$ cat src/hw/outdiv_pkg.sv
// constants for the output divider configuration block
//
// How it works
// RULE1 - nine-bit divide setting: msb in upper register bit 0, low byte below
// RULE2 - output divides by setting plus one; settings 0 to 4 are reserved
// RULE3 - host writes the lower byte first, then the upper byte
// RULE4 - active divider loads all nine bits only when upper byte is written
// RULE5 - edge speed select 0 gives fast edges, 2 slow; resets to 0
// RULE6 - pre-divider select: clear divides by four, set by five; resets clear
// RULE7 - after reset the low byte reads 0x20 and the divider msb reads 0
package outdiv_pkg;
  // ****************************************
  // register map
  // ****************************************
  localparam logic [7:0] ADDR_HIGH_CTRL = 8'h16;
  localparam logic [7:0] ADDR_LOW_BYTE = 8'h17;
  // ****************************************
  // fields and reset values
  // ****************************************
  localparam int EDGE_MSB = 7;
  localparam int EDGE_LSB = 6;
  localparam int PREDIV_BIT = 5;
  localparam int RSVD_MSB = 4;
  localparam int RSVD_LSB = 1;
  localparam int DIV_MSB_BIT = 0;
  localparam logic [1:0] EDGE_FAST = 2'h0;
  localparam logic [1:0] EDGE_SLOW = 2'h2;
  localparam logic [7:0] LOW_BYTE_RESET = 8'h20;
  localparam logic [7:0] HIGH_CTRL_RESET = 8'h00;
  localparam logic [8:0] DIV_MIN_VALID = 9'h005;
  localparam logic [9:0] DIV_RATIO_OFFSET = 10'h001;
  localparam logic [7:0] RD_IDLE_DATA = 8'h00;
endpackage : outdiv_pkg

$ cat src/hw/output_divider_config.sv
// register pair and active divider of the oscillator output stage
module output_divider_config (
  input wire logic ref_clk_in,
  input wire logic sys_rst_in,
  input wire logic wr_en_in,
  input wire logic rd_en_in,
  input wire logic [7:0] addr_in,
  input wire logic [7:0] wr_data_in,
  output logic [7:0] rd_data_out,
  output logic [8:0] active_div_setting_out,
  output logic [9:0] active_div_ratio_out,
  output logic div_setting_reserved_out,
  output logic [1:0] output_edge_speed_select_out,
  output logic prediv_by_five_out
);
  // ****************************************
  // reset views
  // ****************************************
  // the divider, its ratio and its flag come out of reset as if the reset
  // contents of both registers had just been loaded by an upper write
  localparam logic [8:0] DIV_SETTING_RESET =
    {outdiv_pkg::HIGH_CTRL_RESET[outdiv_pkg::DIV_MSB_BIT],
     outdiv_pkg::LOW_BYTE_RESET};
  localparam logic [9:0] DIV_RATIO_RESET =
    {1'b0, DIV_SETTING_RESET} + outdiv_pkg::DIV_RATIO_OFFSET;
  localparam logic DIV_RESERVED_RESET =
    DIV_SETTING_RESET < outdiv_pkg::DIV_MIN_VALID;

  // ****************************************
  // address decode
  // ****************************************
  logic hit_high;
  logic hit_low;
  logic wr_high;
  logic wr_low;
  logic rd_high;
  logic rd_low;
  logic rd_miss;

  assign hit_high = (addr_in == outdiv_pkg::ADDR_HIGH_CTRL);
  assign hit_low = (addr_in == outdiv_pkg::ADDR_LOW_BYTE);

  // write and read in one cycle both act: storage takes the write and
  // the read returns what was held before that edge
  assign wr_high = wr_en_in && hit_high;
  assign wr_low = wr_en_in && hit_low;
  assign rd_high = rd_en_in && hit_high;
  assign rd_low = rd_en_in && hit_low;
  assign rd_miss = rd_en_in && !hit_high && !hit_low;

  // ****************************************
  // upper register: output control and divider msb
  // ****************************************
  logic [1:0] edge_speed_q;
  logic prediv_q;
  logic [3:0] rsvd_q;
  logic div_msb_q;

  always_ff @(posedge ref_clk_in) begin
    if (sys_rst_in) begin
      edge_speed_q <=
        outdiv_pkg::HIGH_CTRL_RESET[outdiv_pkg::EDGE_MSB:outdiv_pkg::EDGE_LSB];
    end else if (wr_high) begin
      edge_speed_q <=
        wr_data_in[outdiv_pkg::EDGE_MSB:outdiv_pkg::EDGE_LSB]; // see RULE5
    end
  end

  always_ff @(posedge ref_clk_in) begin
    if (sys_rst_in) begin
      prediv_q <=
        outdiv_pkg::HIGH_CTRL_RESET[outdiv_pkg::PREDIV_BIT]; // see RULE6
    end else if (wr_high) begin
      prediv_q <= wr_data_in[outdiv_pkg::PREDIV_BIT]; // see RULE6
    end
  end

  // reserved bits are plain storage so software reads back what it wrote
  always_ff @(posedge ref_clk_in) begin
    if (sys_rst_in) begin
      rsvd_q <=
        outdiv_pkg::HIGH_CTRL_RESET[outdiv_pkg::RSVD_MSB:outdiv_pkg::RSVD_LSB];
    end else if (wr_high) begin
      rsvd_q <= wr_data_in[outdiv_pkg::RSVD_MSB:outdiv_pkg::RSVD_LSB];
    end
  end

  // the msb copy only feeds read back; the divider takes its msb straight
  // from the write data
  always_ff @(posedge ref_clk_in) begin
    if (sys_rst_in) begin
      div_msb_q <=
        outdiv_pkg::HIGH_CTRL_RESET[outdiv_pkg::DIV_MSB_BIT]; // see RULE7
    end else if (wr_high) begin
      div_msb_q <= wr_data_in[outdiv_pkg::DIV_MSB_BIT]; // see RULE1
    end
  end

  // ****************************************
  // lower register
  // ****************************************
  logic [7:0] low_byte_q;

  always_ff @(posedge ref_clk_in) begin
    if (sys_rst_in) begin
      low_byte_q <= outdiv_pkg::LOW_BYTE_RESET; // see RULE7
    end else if (wr_low) begin
      low_byte_q <= wr_data_in; // see RULE1
    end
  end

  // ****************************************
  // active divider
  // ****************************************
  logic [8:0] active_div_d;
  logic [8:0] active_div_q;

  // the lower byte only stages: all nine bits move in one edge on an
  // upper write, so the divider never runs a torn value; relies on the
  // host writing the lower byte first
  always_comb begin
    active_div_d = active_div_q;
    if (wr_high) begin
      active_div_d = {wr_data_in[outdiv_pkg::DIV_MSB_BIT],
                      low_byte_q}; // see RULE4 RULE3
    end
  end

  always_ff @(posedge ref_clk_in) begin
    if (sys_rst_in) begin
      active_div_q <= DIV_SETTING_RESET; // see RULE7
    end else begin
      active_div_q <= active_div_d; // see RULE1
    end
  end

  // ****************************************
  // divide ratio
  // ****************************************
  logic [9:0] div_ratio_d;
  logic [9:0] div_ratio_q;

  // registered from the next setting so the ratio moves on the same edge
  // as the setting and no adder sits on the output
  assign div_ratio_d =
    {1'b0, active_div_d} + outdiv_pkg::DIV_RATIO_OFFSET; // see RULE2

  always_ff @(posedge ref_clk_in) begin
    if (sys_rst_in) begin
      div_ratio_q <= DIV_RATIO_RESET;
    end else begin
      div_ratio_q <= div_ratio_d;
    end
  end

  // ****************************************
  // reserved setting flag
  // ****************************************
  logic div_reserved_d;
  logic div_reserved_q;

  // reserved settings are loaded all the same and only flagged; keeping
  // them off the divider is up to whatever programs it
  assign div_reserved_d =
    active_div_d < outdiv_pkg::DIV_MIN_VALID; // see RULE2

  always_ff @(posedge ref_clk_in) begin
    if (sys_rst_in) begin
      div_reserved_q <= DIV_RESERVED_RESET;
    end else begin
      div_reserved_q <= div_reserved_d;
    end
  end

  // ****************************************
  // read data view
  // ****************************************
  logic [7:0] high_ctrl_view;

  always_comb begin
    high_ctrl_view = 8'h00;
    high_ctrl_view[outdiv_pkg::EDGE_MSB:outdiv_pkg::EDGE_LSB] = edge_speed_q;
    high_ctrl_view[outdiv_pkg::PREDIV_BIT] = prediv_q;
    high_ctrl_view[outdiv_pkg::RSVD_MSB:outdiv_pkg::RSVD_LSB] = rsvd_q;
    high_ctrl_view[outdiv_pkg::DIV_MSB_BIT] = div_msb_q;
  end

  // ****************************************
  // read data register
  // ****************************************
  logic [7:0] rd_data_d;
  logic [7:0] rd_data_q;

  always_comb begin
    rd_data_d = rd_data_q;
    if (rd_high) begin
      rd_data_d = high_ctrl_view;
    end else if (rd_low) begin
      rd_data_d = low_byte_q;
    end else if (rd_miss) begin
      rd_data_d = outdiv_pkg::RD_IDLE_DATA;
    end
  end

  // held until the next read strobe, so the host may pick it up late
  always_ff @(posedge ref_clk_in) begin
    if (sys_rst_in) begin
      rd_data_q <= outdiv_pkg::RD_IDLE_DATA;
    end else begin
      rd_data_q <= rd_data_d;
    end
  end

  // ****************************************
  // output drive
  // ****************************************
  assign rd_data_out = rd_data_q;
  assign active_div_setting_out = active_div_q;
  assign active_div_ratio_out = div_ratio_q; // see RULE2
  assign div_setting_reserved_out = div_reserved_q; // see RULE2
  assign output_edge_speed_select_out = edge_speed_q; // see RULE5
  assign prediv_by_five_out = prediv_q; // see RULE6
endmodule : output_divider_config

$ cat config.mk
export PLATFORM = sky130hd
export DESIGN_NAME = output_divider_config
export DESIGN_NICKNAME = d
export VERILOG_FILES = /design/src/hw/outdiv_pkg.sv /design/src/hw/output_divider_config.sv
export SDC_FILE = /design/constraint.sdc
export NUM_CORES = 1
export LEC_CHECK = 0
export BUFFER_PORTS_ARGS = -buffer_cell sky130_fd_sc_hd__buf_2
export CAP_MARGIN = 10
export CORE_UTILIZATION = 56
export CTS_CLUSTER_DIAMETER = 200
export CTS_CLUSTER_SIZE = 14
export DETAILED_ROUTE_END_ITERATION = 6
export PLACE_DENSITY = 0.95
export SETUP_SLACK_MARGIN = 0.5
export SYNTH_ARGS = -nofsm -noshare
export SYNTH_HDL_FRONTEND = slang
export SYNTH_SLANG_ARGS = --single-unit
export TNS_END_PERCENT = 1
$ cat constraint.sdc
create_clock -name ref_clk_in -period 3.4 [get_ports ref_clk_in]
set_input_delay 0.68 -clock ref_clk_in [delete_from_list [all_inputs] [get_ports ref_clk_in]]
set_output_delay 0.68 -clock ref_clk_in [all_outputs]
set_load 0.02 [all_outputs]
==> impl_metrics.ini <==
[global_route]
grt_max_degree = 46
grt_util_all_layers_pct = 23.2
grt_pass1_wl_um = 6510
antenna_found_initial = 0
grt_pass1_vias = 1469
gr-total-overflow = 0

[synthesis]
ys_warn_count = 0
synthTopCellsByCount = 44 x dfxtp_1, 36 x nand2_1, 28 x nor2_1, 26 x a21oi_1
yosysMostFrequentCell = dfxtp_1
synth_flop_cell = dfxtp_1
synth_top_area_cell = dfxtp_1
ys_seq_area_share_pct = 44.4
ys_types = 34
netlist_area_mm2 = 0.00198
avgSynthCellArea_um2 = 8.59
syn_inst = 231
syn_nets = 251
ys_async_sr_fraction_pct = 0
synth-seq-cells = 44
synth_edf_count = 0
synthTopCellsByArea = dfxtp_1 44%, nand2_1 6.8%, a21oi_1 6.6%
synth_top_area_share_pct = 44.4

[timing]
whs_ns = 0.463
worst_pin_slew_ns = 0.779
grt_setup_unrepaired = no
fin_tns_setup_ns = 0
timing.final.ws_setup_ns = 1.39
fin_crit_sh_pct = 59.2
final-setup-viol-count = 0
relSlewSlack_pct = 48.0
hold_viol = 0
finalMaxSlewViolations = 0
fin_crit_ns = 2.01
finalClockSkew_ns = 0.00754
fmax_mhz = 497

[critical_path]
r2r_end = active_div_ratio_out[8]$_SDFF_PP0_
worstSetupPathType = input port to flip-flop
critPathArrivalTime_ns = 2.30
r2r_start = low_byte_q[1]$_SDFFE_PP0P_
ff2ff_setup_slack_ns = 1.78
r2r_cells = 4
cp_max_fo = 20
cp.required_ns = 3.68
crit_path_top_delay_cell = nor3b_4
max_stage_delay_ns = 0.71
crit_path_end_kind = flip-flop
crit_chain = buf_2 > nor4b_4 > nor3b_4 > buf_4 > nand2_1 > a21oi_1
start_kind = input port

[route]
via_count = 1721
wire_per_inst_um = 12.4
totalWireLength_um = 4010
viasPerCell = 5.33
ant_nets = 0
drtIter0Drc = 91
remaining_drc_errors = 0
dr.pass1.iters = 4

[pwr]
p_leak_uw = 0.000980
powerDensity_mw_per_mm2 = 345
vdd_drop_max_mv = 0.213
total_power_uw = 792

[layout]
nets = 297
seqCellArea_um2 = 881
drive_gt1_share_pct = 26.4
diodes = 0
fillers = 295
multi_input_area_mm2 = 0.00102
area_growth_pct = 15.6

[cts]
worstSkewPairLatency_ns = 0.35
cts_setup_buffers = 0
cts_buffers = 5
cts_buffer_depth = 2
cts_htree_levels = 2
holdBufCountCts = 0
cts.clk_slew.worst_paths_ns = 0.13
cts-root-buf = clkbuf_4
cts_tree = built
ctsResizeCount = 0
clkSinkCount = 44

[hold_path]
hold_path_depth = 2
min_to = rsvd_q[3]$_SDFFE_PP0N_
min_path_type = flip-flop to flip-flop
min_from = rsvd_q[3]$_SDFFE_PP0N_

[floorplan]
initial_core_util_pct = 59.0
num_rows = 21
die_area_mm2 = 0.00379
ios = 51
core_mm2 = 0.00336
die_y_um = 61.5
fp.dieW_um = 61.5

[run]
drv_cap = 0

[place]
io_buffer_count = 50
dp_hpwl_um = 2850
place.gp.congestion = 0.835
dp_slack_ns = 1.02

[outcome]
status = completed
[how the worst max path moves through the flow]
stage               start                                  to  slack, ns  cells past startpoint
5_1_grt        addr_in[7]              rsvd_q[2]$_SDFFE_PP0N_       1.29                      6
6_report       addr_in[7]              rsvd_q[1]$_SDFFE_PP0N_       1.39                      6
3_5_place_dp   addr_in[7]              rsvd_q[1]$_SDFFE_PP0N_       1.02                      6
3_3_place_gp   addr_in[7]              rsvd_q[0]$_SDFFE_PP0N_       1.10                      6
2_1_floorplan  addr_in[7]  active_div_ratio_out[0]$_SDFF_PP1_       1.63                      4
4_1_cts        addr_in[7]              rsvd_q[1]$_SDFFE_PP0N_       1.41                      6
[routing by layer]
layer | track usage, % | up-vias | share of wire [%]
li1 | - | 879 | -
met1 | 29.7 | 786 | 45
met2 | 38.2 | 52 | 49
met3 | 6.30 | 4 | 5.8
met4 | 6.67 | 0 | 0.45
met5 | 0 | - | 0
[metrics by stage]
stage	instances	utilization (%)	area [um2]
6_report	323	68.2	2290
5_1_grt	323	68.2	2290
4_1_cts	323	68.2	2290
3_5_place_dp	316	66.7	2240
3_3_place_gp	316	66.7	2240
2_1_floorplan	231	-	1980
[worst max-delay path: cells and delay by family]
kind            cells  cell delay, ns
simple gates        3            1.10
buf+inv             2            0.38
compound gates      1            0.12
[cells in the final DEF (no fill, tap or decap)]
cell | Yosys | routed
buf_2 | 3 | 50
dfxtp_1 | 44 | 44
nand2_1 | 36 | 36
nor2_1 | 28 | 28
a21oi_1 | 26 | 26
mux2_2 | 8 | 8
nor2b_1 | 8 | 8
mux2i_1 | 8 | 8
xnor2_1 | 7 | 7
nor3_1 | 6 | 6
xor2_1 | 6 | 6
nand3_1 | 6 | 6
a211oi_1 | 6 | 6
clkbuf_4 | 0 | 5
inv_1 | 4 | 4
nand4_1 | 4 | 4
o21ai_0 | 3 | 3
a211o_1 | 2 | 2
o21a_1 | 2 | 2
nor4_1 | 2 | 2
buf_4 | 1 | 2
nand4b_1 | 1 | 1
nand2b_1 | 1 | 1
nor4_2 | 1 | 1
nor4b_4 | 1 | 1
nor3b_4 | 1 | 1
and4b_1 | 1 | 1
nand3b_2 | 1 | 1
nand3_2 | 1 | 1
nand3b_1 | 1 | 1
a22o_1 | 1 | 1
or3_1 | 1 | 1
or2_2 | 1 | 1
clkinv_2 | 0 | 1
clkinvlp_4 | 0 | 1
[flip-flops by register name, summed over array words and instances, names as in the netlist]
signal                        count
rd_data_out                       8
active_div_ratio_out             10
div_msb_q                         1
prediv_by_five_out                1
rsvd_q                            4
output_edge_speed_select_out      2
div_setting_reserved_out          1
active_div_setting_out            9
low_byte_q                        8
[power breakdown]
group	internal, uW	total [uW]	switching (uW)
registers	516	516	0.425
logic	14.2	36.5	22.4
clock network	75.6	239	164
total	606	792	187
[cell families (layout without fill, tap and decap cells)]
logic type | Yosys count | count (layout) | synth area share [%]
xor+xnor | 13 | 13 | 5.74
buf+inv | 17 | 63 | 3.97
mux | 16 | 16 | 8.58
flops | 44 | 44 | 44.4
compound gates | 40 | 40 | 11.7
simple gates | 101 | 101 | 25.7
[cell type report]
type                       count  area share, %
inverter                       4          0.655
sequential                    44           38.4
clock buffer                   5           1.64
tap                           46           2.51
clock inverter                 2          0.546
timing repair buffer          52           11.6
multi-input combinational    170           44.7
Note: power is estimated with default switching activity, not from simulation.
